<file path="config.mk">
export PLATFORM = sky130hd
export DESIGN_NAME = wwd_regs
export DESIGN_NICKNAME = d
export VERILOG_FILES = /design/src/include/wwd_pkg.sv /design/src/include/wwd_count_if.sv /design/src/rtl/wwd_counter.sv /design/src/rtl/wwd_regs.sv
export SDC_FILE = /design/constraint.sdc
export NUM_CORES = 1
export LEC_CHECK = 0
export ABC_CLOCK_PERIOD_IN_PS = 2400
export BUFFER_PORTS_ARGS = -buffer_cell sky130_fd_sc_hd__buf_2
export CORE_MARGIN = 2
export CORE_UTILIZATION = 51
export DETAILED_ROUTE_END_ITERATION = 12
export GPL_TIMING_DRIVEN = 0
export PLACE_DENSITY_LB_ADDON = 0.15
export SYNTH_ARGS = -nofsm -noshare
export SYNTH_HDL_FRONTEND = slang
export SYNTH_HIERARCHICAL = 1
export SYNTH_SLANG_ARGS = --single-unit
</file>
<file path="constraint.sdc">
create_clock -name clock -period 2.4 [get_ports clock]
set_input_delay 0.12 -clock clock [delete_from_list [all_inputs] [get_ports clock]]
set_output_delay 0.12 -clock clock [all_outputs]
set_load 0.05 [all_outputs]
</file>
<file path="src/include/wwd_pkg.sv">
// Summary of operation
// RULE_01: Run enable bit 0 is sticky; one runs the counter, zero stops it.
// RULE_02: Reset on timeout bit 1 is sticky until a reset.
// RULE_03: Timeout resets the chip only when reset on timeout bit is one.
// RULE_04: Timeout flag sets on timeout, feed error or guard violation; survives watchdog reset.
// RULE_05: Reset on timeout bit one plus timeout flag requests a chip reset.
// RULE_06: Warning flag bit 3 sets at the warning compare value; software clears.
// RULE_07: Reload guard bit 4 sets once, ignores zero writes, clears on reset.
// RULE_08: Guard zero lets reload value writes through at any time.
// RULE_09: Guard one accepts reload writes only below warning and window compares.
// RULE_10: Clock lock bit 5 keeps the selected clock source powered.
// RULE_11: Clock lock refuses switching to a disabled or powered down source.
// RULE_12: Clock lock sets once, ignores zero writes, any reset clears it.
// RULE_13: Setup register writes act only after a following valid feed; clock lock bit 5 and the flag clears act at once.
// RULE_14: Writing 0xAA then 0x55 to the feed register reloads the counter.
// RULE_15: Reload value is 24-bit read/write, resets to 0xFF.
// RULE_16: Counter readback is read-only 24-bit current count, resets to 0xFF.
// RULE_17: Window compare is read/write and resets to 0xFFFFFF.
// RULE_18: Warning compare is read/write and resets to zero.
// RULE_19: Software writes no ones to setup bits 31:6.
// RULE_20: Setup resets to zero at 0x000; reload at 0x004; feed at 0x008.
// RULE_21: Reload writes below 0xFF store 0xFF.
// RULE_22: After 0xAA, any other access than writing 0x55 sets the timeout flag.
// RULE_23: In reset mode a feed above the window compare is a watchdog event.
// RULE_24: Counting and feed error checks start only after a valid feed.
// RULE_25: Feed register reads return zero and only count as an access.
package wwd_pkg;
    localparam int ADDR_W = 12;
    localparam int CNT_W = 24;
    localparam logic [ADDR_W-1:0] OFS_SETUP = 12'h000;
    localparam logic [ADDR_W-1:0] OFS_RELOAD = 12'h004;
    localparam logic [ADDR_W-1:0] OFS_FEED = 12'h008;
    localparam logic [ADDR_W-1:0] OFS_COUNT = 12'h00c;
    localparam logic [ADDR_W-1:0] OFS_SOURCE = 12'h010;
    localparam logic [ADDR_W-1:0] OFS_WARN = 12'h014;
    localparam logic [ADDR_W-1:0] OFS_WINDOW = 12'h018;
    localparam int BIT_ENABLE = 0;
    localparam int BIT_RESET = 1;
    localparam int BIT_TIMEOUT = 2;
    localparam int BIT_WARNING = 3;
    localparam int BIT_GUARD = 4;
    localparam int BIT_LOCK = 5;
    localparam int BIT_SRC_SEL = 0;
    localparam int BIT_SRC_LOCK = 31;
    localparam int SOURCES = 2;
    localparam logic [CNT_W-1:0] RELOAD_RESET = 24'h0000ff;
    localparam logic [CNT_W-1:0] RELOAD_MIN = 24'h0000ff;
    localparam logic [CNT_W-1:0] COUNT_RESET = 24'h0000ff;
    localparam logic [CNT_W-1:0] WINDOW_RESET = 24'hffffff;
    localparam logic [CNT_W-1:0] WARN_RESET = 24'h000000;
    localparam logic [7:0] FEED_KEY_FIRST = 8'haa;
    localparam logic [7:0] FEED_KEY_SECOND = 8'h55;
    localparam logic [1:0] PRESCALE_LAST = 2'h3;
    typedef enum logic [1:0] {
        FEED_IDLE = 2'b01,
        FEED_ARMED = 2'b10
    } wwd_feed_type;
endpackage

</file>
<file path="src/include/wwd_count_if.sv">
interface wwd_count_if;
    logic run;
    logic reload;
    logic [23:0] reload_value;
    logic [23:0] count;
    logic timeout;
    modport ctrl (output run, output reload, output reload_value, input count, input timeout);
    modport core (input run, input reload, input reload_value, output count, output timeout);
endinterface

</file>
<file path="src/rtl/wwd_counter.sv">
module wwd_counter
    import wwd_pkg::*;
(
    input wire logic clock,
    input wire logic rstn,
    input wire logic sys_reset,
    input wire logic tick_enable,
    wwd_count_if.core cnt
);
    logic [1:0] prescale;
    logic quarter_tick;

    // The tick is divided by four before it reaches the counter.
    always_ff @(posedge clock or negedge rstn) begin
        if (!rstn) begin
            prescale <= 2'h0;
        end else if (sys_reset || cnt.reload || !cnt.run) begin
            prescale <= 2'h0;
        end else if (tick_enable) begin
            prescale <= prescale + 2'h1;
        end
    end

    assign quarter_tick = cnt.run && tick_enable && (prescale == PRESCALE_LAST);

    always_ff @(posedge clock or negedge rstn) begin
        if (!rstn) begin
            cnt.count <= COUNT_RESET;
        end else if (sys_reset) begin
            cnt.count <= COUNT_RESET;
        end else if (cnt.reload) begin
            cnt.count <= cnt.reload_value; // RULE_14
        end else if (quarter_tick && (cnt.count != 24'h000000)) begin
            cnt.count <= cnt.count - 24'h000001;
        end
    end

    assign cnt.timeout = quarter_tick && (cnt.count == 24'h000001);
endmodule

</file>
<file path="src/rtl/wwd_regs.sv">
module wwd_regs
    import wwd_pkg::*;
(
    input wire logic clock,
    input wire logic rstn,
    input wire logic sys_reset,
    input wire logic tick_enable,
    input wire logic psel,
    input wire logic penable,
    input wire logic pwrite,
    input wire logic [11:0] paddr,
    input wire logic [31:0] pwdata,
    output logic [31:0] prdata,
    output logic pready,
    output logic pslverr,
    input wire logic [1:0] source_ready,
    output logic chip_reset_req,
    output logic warning_irq,
    output logic source_select,
    output logic [1:0] source_hold
);
    // The counter and its prescaler sit in their own module.
    wwd_count_if cnt ();

    wwd_counter u_counter (
        .clock(clock),
        .rstn(rstn),
        .sys_reset(sys_reset),
        .tick_enable(tick_enable),
        .cnt(cnt)
    );

    logic setup_enable;
    logic setup_reset;
    logic setup_guard;
    logic setup_lock;
    logic act_enable;
    logic act_reset;
    logic act_guard;
    logic started;
    logic timeout_flag;
    logic warning_flag;
    logic [23:0] reload_value;
    logic [23:0] warn_cmp;
    logic [23:0] window_cmp;
    logic source_sel_lock;
    wwd_feed_type feed_state;
    wwd_feed_type next_feed_state;

    logic access;
    logic wr;
    logic setup_phase_rd;
    logic hit_setup;
    logic hit_reload;
    logic hit_feed;
    logic hit_count;
    logic hit_source;
    logic hit_warn;
    logic hit_window;
    logic mapped;
    logic running;
    logic key_first;
    logic valid_feed;
    logic feed_error;
    logic window_open;
    logic guard_violation;
    logic early_feed;
    logic flag_set;
    logic target_ready;
    logic [31:0] next_prdata;

    assign access = psel && penable;
    assign wr = access && pwrite;
    assign setup_phase_rd = psel && !penable && !pwrite;
    // No wait states are inserted.
    assign pready = 1'b1;

    // Address decoding selects at most one register.
    always_comb begin
        hit_setup = 1'b0;
        hit_reload = 1'b0;
        hit_feed = 1'b0;
        hit_count = 1'b0;
        hit_source = 1'b0;
        hit_warn = 1'b0;
        hit_window = 1'b0;
        if (paddr == OFS_SETUP) begin
            hit_setup = 1'b1; // RULE_20
        end else if (paddr == OFS_RELOAD) begin
            hit_reload = 1'b1;
        end else if (paddr == OFS_FEED) begin
            hit_feed = 1'b1;
        end else if (paddr == OFS_COUNT) begin
            hit_count = 1'b1;
        end else if (paddr == OFS_SOURCE) begin
            hit_source = 1'b1;
        end else if (paddr == OFS_WARN) begin
            hit_warn = 1'b1;
        end else if (paddr == OFS_WINDOW) begin
            hit_window = 1'b1;
        end
    end

    // Unmapped offsets answer with an error response.
    assign mapped = hit_setup || hit_reload || hit_feed || hit_count
        || hit_source || hit_warn || hit_window;
    assign pslverr = access && !mapped;

    // The counter runs only once a valid feed has followed enable.
    assign running = act_enable && started; // RULE_24

    assign key_first = wr && hit_feed && (pwdata[7:0] == FEED_KEY_FIRST);
    assign valid_feed = wr && hit_feed && (feed_state == FEED_ARMED)
        && (pwdata[7:0] == FEED_KEY_SECOND); // RULE_14

    // Any other access while armed breaks the sequence.
    assign feed_error = (feed_state == FEED_ARMED) && access && !valid_feed
        && running; // RULE_22

    assign window_open = (cnt.count < warn_cmp) && (cnt.count < window_cmp); // RULE_09
    assign guard_violation = wr && hit_reload && act_guard && !window_open; // RULE_09
    assign early_feed = valid_feed && running && act_reset
        && (cnt.count > window_cmp); // RULE_23

    assign flag_set = cnt.timeout || feed_error || guard_violation || early_feed; // RULE_04

    // The first key arms the sequence and the next access closes it.
    always_comb begin
        next_feed_state = feed_state;
        case (feed_state)
            FEED_IDLE: begin
                if (key_first) begin
                    next_feed_state = FEED_ARMED;
                end
            end
            FEED_ARMED: begin
                if (access) begin
                    next_feed_state = FEED_IDLE;
                end
            end
            default: begin
                next_feed_state = FEED_IDLE;
            end
        endcase
    end

    always_ff @(posedge clock or negedge rstn) begin
        if (!rstn) begin
            feed_state <= FEED_IDLE;
        end else if (sys_reset) begin
            feed_state <= FEED_IDLE;
        end else begin
            feed_state <= next_feed_state;
        end
    end

    // Written setup bits are sticky once set.
    always_ff @(posedge clock or negedge rstn) begin
        if (!rstn) begin
            setup_enable <= 1'b0;
            setup_reset <= 1'b0;
            setup_guard <= 1'b0;
            setup_lock <= 1'b0;
        end else if (sys_reset) begin
            setup_enable <= 1'b0;
            setup_reset <= 1'b0;
            setup_guard <= 1'b0;
            setup_lock <= 1'b0; // RULE_12
        end else if (wr && hit_setup) begin
            setup_enable <= setup_enable || pwdata[BIT_ENABLE]; // RULE_01
            setup_reset <= setup_reset || pwdata[BIT_RESET]; // RULE_02
            setup_guard <= setup_guard || pwdata[BIT_GUARD]; // RULE_07
            setup_lock <= setup_lock || pwdata[BIT_LOCK]; // RULE_12
        end
    end

    // The operating copies follow the written bits only on a valid feed.
    always_ff @(posedge clock or negedge rstn) begin
        if (!rstn) begin
            act_enable <= 1'b0;
            act_reset <= 1'b0;
            act_guard <= 1'b0;
        end else if (sys_reset) begin
            act_enable <= 1'b0;
            act_reset <= 1'b0;
            act_guard <= 1'b0;
        end else if (valid_feed) begin
            act_enable <= setup_enable; // RULE_13
            act_reset <= setup_reset; // RULE_13
            act_guard <= setup_guard; // RULE_13
        end
    end

    always_ff @(posedge clock or negedge rstn) begin
        if (!rstn) begin
            started <= 1'b0;
        end else if (sys_reset) begin
            started <= 1'b0;
        end else if (valid_feed && setup_enable) begin
            started <= 1'b1; // RULE_24
        end
    end

    // The timeout flag is cleared only by the external reset or software.
    always_ff @(posedge clock or negedge rstn) begin
        if (!rstn) begin
            timeout_flag <= 1'b0;
        end else if (flag_set) begin
            timeout_flag <= 1'b1; // RULE_04
        end else if (wr && hit_setup && !pwdata[BIT_TIMEOUT]) begin
            timeout_flag <= 1'b0;
        end
    end

    always_ff @(posedge clock or negedge rstn) begin
        if (!rstn) begin
            warning_flag <= 1'b0;
        end else if (sys_reset) begin
            warning_flag <= 1'b0;
        end else if (running && (cnt.count == warn_cmp)) begin
            warning_flag <= 1'b1; // RULE_06
        end else if (wr && hit_setup && !pwdata[BIT_WARNING]) begin
            warning_flag <= 1'b0;
        end
    end

    assign warning_irq = warning_flag;

    // A set timeout flag in reset mode raises the chip reset one cycle later.
    always_ff @(posedge clock or negedge rstn) begin
        if (!rstn) begin
            chip_reset_req <= 1'b0;
        end else if (sys_reset) begin
            chip_reset_req <= 1'b0;
        end else begin
            chip_reset_req <= act_reset && timeout_flag; // RULE_03 RULE_05
        end
    end

    // Reload writes are clamped to the minimum and may be refused by the guard.
    always_ff @(posedge clock or negedge rstn) begin
        if (!rstn) begin
            reload_value <= RELOAD_RESET; // RULE_15
        end else if (sys_reset) begin
            reload_value <= RELOAD_RESET;
        end else if (wr && hit_reload && (!act_guard || window_open)) begin // RULE_08
            if (pwdata[23:0] < RELOAD_MIN) begin
                reload_value <= RELOAD_MIN; // RULE_21
            end else begin
                reload_value <= pwdata[23:0];
            end
        end
    end

    // Compare values for the warning flag and the feed window.
    always_ff @(posedge clock or negedge rstn) begin
        if (!rstn) begin
            warn_cmp <= WARN_RESET; // RULE_18
        end else if (sys_reset) begin
            warn_cmp <= WARN_RESET;
        end else if (wr && hit_warn) begin
            warn_cmp <= pwdata[23:0];
        end
    end

    always_ff @(posedge clock or negedge rstn) begin
        if (!rstn) begin
            window_cmp <= WINDOW_RESET; // RULE_17
        end else if (sys_reset) begin
            window_cmp <= WINDOW_RESET;
        end else if (wr && hit_window) begin
            window_cmp <= pwdata[23:0];
        end
    end

    // A locked source may only move to a source that is running.
    assign target_ready = pwdata[BIT_SRC_SEL] ? source_ready[1] : source_ready[0];

    always_ff @(posedge clock or negedge rstn) begin
        if (!rstn) begin
            source_select <= 1'b0;
        end else if (sys_reset) begin
            source_select <= 1'b0;
        end else if (wr && hit_source && !source_sel_lock
            && (!setup_lock || target_ready)) begin // RULE_11
            source_select <= pwdata[BIT_SRC_SEL];
        end
    end

    // Bit 31 of the source register freezes the select bit until a reset.
    always_ff @(posedge clock or negedge rstn) begin
        if (!rstn) begin
            source_sel_lock <= 1'b0;
        end else if (sys_reset) begin
            source_sel_lock <= 1'b0;
        end else if (wr && hit_source && pwdata[BIT_SRC_LOCK]) begin
            source_sel_lock <= 1'b1;
        end
    end

    // The locked source is held powered and enabled.
    genvar s;
    generate
        for (s = 0; s < SOURCES; s = s + 1) begin : g_hold
            assign source_hold[s] = setup_lock && (source_select == (s == 1)); // RULE_10
        end
    endgenerate

    // Controls handed to the counter.
    assign cnt.run = running;
    assign cnt.reload = valid_feed; // RULE_14
    assign cnt.reload_value = reload_value;

    // Read multiplexer; unused bits read zero.
    always_comb begin
        next_prdata = 32'h00000000;
        if (hit_setup) begin
            next_prdata[BIT_ENABLE] = setup_enable;
            next_prdata[BIT_RESET] = setup_reset;
            next_prdata[BIT_TIMEOUT] = timeout_flag;
            next_prdata[BIT_WARNING] = warning_flag;
            next_prdata[BIT_GUARD] = setup_guard;
            next_prdata[BIT_LOCK] = setup_lock;
        end else if (hit_reload) begin
            next_prdata[23:0] = reload_value;
        end else if (hit_feed) begin
            next_prdata = 32'h00000000; // RULE_25
        end else if (hit_count) begin
            next_prdata[23:0] = cnt.count; // RULE_16
        end else if (hit_source) begin
            next_prdata[BIT_SRC_SEL] = source_select;
            next_prdata[BIT_SRC_LOCK] = source_sel_lock;
        end else if (hit_warn) begin
            next_prdata[23:0] = warn_cmp;
        end else if (hit_window) begin
            next_prdata[23:0] = window_cmp;
        end
    end

    // Read data are captured in the setup phase and stand through the access phase.
    always_ff @(posedge clock or negedge rstn) begin
        if (!rstn) begin
            prdata <= 32'h00000000;
        end else if (setup_phase_rd) begin
            prdata <= next_prdata;
        end
    end
endmodule

</file>
==> reports/qor.yml <==
flow_run:
  maxCapViolations: 0
worst_setup_path:
  r2r-start: "u_counter/cnt.count[1]"
  critPathLaunchType: "flip-flop"
  path_cells: "ha_4 > nor2b_1 > o211ai_1 > a211oi_2 > o22a_2 > o41a_4 > buf_8 > o21ai_2 > a21oi_1"
  required_ns: 2.67
  r2r_cells: 9
  critPathSlowestCell: "dfstp_2"
  reg2reg_slack_ns: -0.27
  worst_ep_arrival_time_ns: 2.95
  path_class: "flip-flop to flip-flop"
  cp_slowest_stage_delay_ns: 0.64
  r2r-end: "cnt.reload_value[23]"
  endpoint_kind: "flip-flop"
  crit_fanout: 5
layout:
  final_common_cell: "nor2_1"
  drive_gt1_frac: 0.286
  final_cell_area_um2: 10400
  layoutNonFillerInstCount: 1235
  num_antenna_cells: 0
  layout_common_cells: "nor2_1 (95), dfrtp_1 (91), buf_2 (81), inv_1 (52)"
  nets: 1111
  syn_to_final_growth_pct: 25.1
power_and_ir_drop:
  power_switching_w: 0.00163
  p_comb_frac: 0.126
  p_int_w: 0.00423
  switching_share: 0.279
  peakVddDrop_mv: 0.534
  p_total_w: 0.00586
  p_clk_frac: 0.459
  seqPwrFrac: 0.415
  power.leakage_nw: 4.49
  p_per_area_nw_per_um2: 562
die:
  num_io_pins: 92
  core_area_um2: 15900
  rows: 46
  die_y_um: 132
  initial_core_util: 0.523
  die_x_um: 132
  die_area_um2: 17400
synthesis:
  ys_seq_elements: 138
  ys_warn_count: 6
  synth-compound-area-share: 0.233
  syn_area_um2: 8340
  yosys.area_share.simple: 0.182
  synth.distinct_cells: 87
  synth_top_family_by_area: "compound AO/OA/AOI/OAI gates"
  synth.top_cell.area_share: 0.291
  yosys-top-cells-area: "dfrtp_1 (29%), dfstp_2 (13%), ha_1 (7.8%)"
  synth.area.mux_share: 0.0182
  synth-main-ff-cell: "dfrtp_1"
  synth_area_leader_cell: "dfrtp_1"
  syn_inst: 866
  synth_xor_area_frac: 0.00630
  ys_async_sr_fraction: 1.00
  seq_area_frac_synth: 0.420
  syn_avg_cell_area_um2: 9.63
  synth_edf_count: 0
  synth-adder-area-share: 0.0780
worst_hold_path:
  hold_end: "cnt.reload_value[7]"
  min_from: "pwdata[7]"
  hp-class: "input port to flip-flop"
  whs_path_depth: 3
grt:
  grt_pass1_vias: 7434
  grt_max_degree: 90
  grt_first_pass_wirelength_um: 42300
  antenna_found_initial: 0
  track_usage: 0.315
  grt.overflow.total: 0
route:
  wl_um: 27500
  drt-vias-per-instance: 6.33
  dr.first_iter.drc_count: 922
  antenna_left: 0
  vias: 7819
  wl_per_cell_um: 22.3
  drt_pass1_iterations: 6
  drc: 0
sta:
  slew_violations: 0
  skew_ns: 0.0209
  worst-slew-pin-transition_ns: 0.758
  hold_violations: 0
  post-route-period-util: 1.11
  max_slew_margin: 0.495
  fin_ws_ns: -0.275
  max_freq_mhz: 374
  finalCriticalPeriod_ns: 2.67
  setup_viol: 25
  rsz0062_at_grt: "yes"
  tns_ns: -6.01
placement:
  place.gp.congestion: 0.928
  port_buffers: 75
  dp_cells: 1164
  dpl.hpwl_um: 19200
  dpl-instance-area_um2: 9150
cts:
  cts_root_buffer: "clkbuf_16"
  numCtsBuffers: 17
  clk_pin_slew_ns: 0.06
  h-tree-depth: 4
  cts_buffer_depth: 2
  clk-insertion-delay-late_ns: 0.43
  clock-sinks: 138
  tritoncts: "built"
status:
  outcome: "finished with violations"
  violations: "negative setup slack"
-- worst max-delay path by stage --
| stage | startpoint | depth (start not counted) | endpoint |
|---|---|---|---|
| 3_5_place_dp | penable | 12 | u_counter/cnt.count[15] |
| 5_1_grt | u_counter/cnt.count[1] | 9 | cnt.reload_value[23] |
| 2_1_floorplan | u_counter/cnt.count[1] | 9 | cnt.reload_value[14] |
| 6_report | u_counter/cnt.count[1] | 9 | cnt.reload_value[23] |
| 4_1_cts | u_counter/cnt.count[1] | 9 | cnt.reload_value[23] |
| 3_3_place_gp | rstn | 1 | prdata[9] |
-- cells in the mapped netlist (4+ instances only) --
cell type	n
o211ai_1	7
nand2_1	35
nand4_1	10
and2_1	6
nand3_1	41
buf_4	11
o21a_1	9
nor4_2	4
o22a_1	8
a311oi_1	7
ha_1	52
buf_2	7
nor2_1	96
mux2i_1	14
a22o_1	23
or4_1	4
and4_1	5
clkbuf_1	30
dfrtp_1	97
o21ai_0	26
a211o_1	18
nor3_1	19
a31oi_1	24
and3_1	7
xnor2_1	4
nand4b_1	4
a22oi_1	41
nor4_1	11
a21oi_1	45
dfstp_2	41
inv_1	59
a211oi_1	10
nor2b_1	9
a222oi_1	6
-- routing by layer --
layer | GRT usage | part of all wire
met1 | 0.422 | 0.42
met5 | 0 | 0
met4 | 0.129 | 0.030
met2 | 0.494 | 0.46
met3 | 0.0715 | 0.088
-- power groups by stage --
stage	clock (W)	sequential (W)	combinational, W
floorplan	0	0.00269	0.000219
global placement	0	0.00247	0.000685
detailed placement	0	0.00247	0.000696
CTS	0.00270	0.00243	0.000726
global route	0.00281	0.00244	0.000777
finish	0.00269	0.00243	0.000736
-- logic make-up after synthesis --
group / Yosys count
simple gates: 279
compound gates: 260
flops: 138
buf+inv: 114
fa+ha+maj: 52
mux: 15
xor+xnor: 6
other cells: 2
-- sequential cells by signal, summed over array words and instances (netlist names) --
name and cells:
source_sel_lock 1, chip_reset_req 1, setup_enable 1, warn_cmp 24, window_cmp 24, act_enable 1, act_guard 1, source_select 1
u_counter/prescale 2, u_counter/cnt.count 24, prdata 25, setup_lock 1, warning_irq 1, setup_reset 1, feed_state 2, act_reset 1
cnt.reload_value 24, started 1, timeout_flag 1, setup_guard 1
-- what timing repair did --
item                                    CTS  global route
endpoints found under the setup margin   47            43
hold endpoints to repair                 84             0
cloned                                    1             0
setup buffers                            12             8
pin swaps                                16            31
hold buffers                             18             0
gates resized for setup                  40            54
-- per-stage QoR --
stage          setup slack [ns]  hold WS [ns]   util
6_report                 -0.275        0.0181  0.655
2_1_floorplan           -0.0604        -0.176      -
3_3_place_gp             -0.814         0.383  0.572
4_1_cts                  -0.228       0.00843  0.638
5_1_grt                  -0.326        0.0213  0.655
3_5_place_dp             -0.864         0.103  0.574
-- area by class of cell --
cell class / count / area, µm²
Clock buffer: 22 / 484
Multi-Input combinational cell: 620 / 4750
Sequential cell: 138 / 3510
Fill cell: 1317 / 5510
Timing Repair Buffer: 115 / 771
Inverter: 59 / 221
Tap cell: 216 / 270
Clock inverter: 10 / 115
Buffer: 55 / 317
-- critical path, delay by kind of cell (launching register included) --
family / cells / cell delay (ns)
buffers and inverters: 1 / 0.17
adders and majority gates: 1 / 0.23
and+or+nand+nor: 1 / 0.12
DFF: 1 / 0.64
AOI/OAI and AO/OA: 6 / 1.36
No activity file was read; power rests on OpenSTA's default activity.
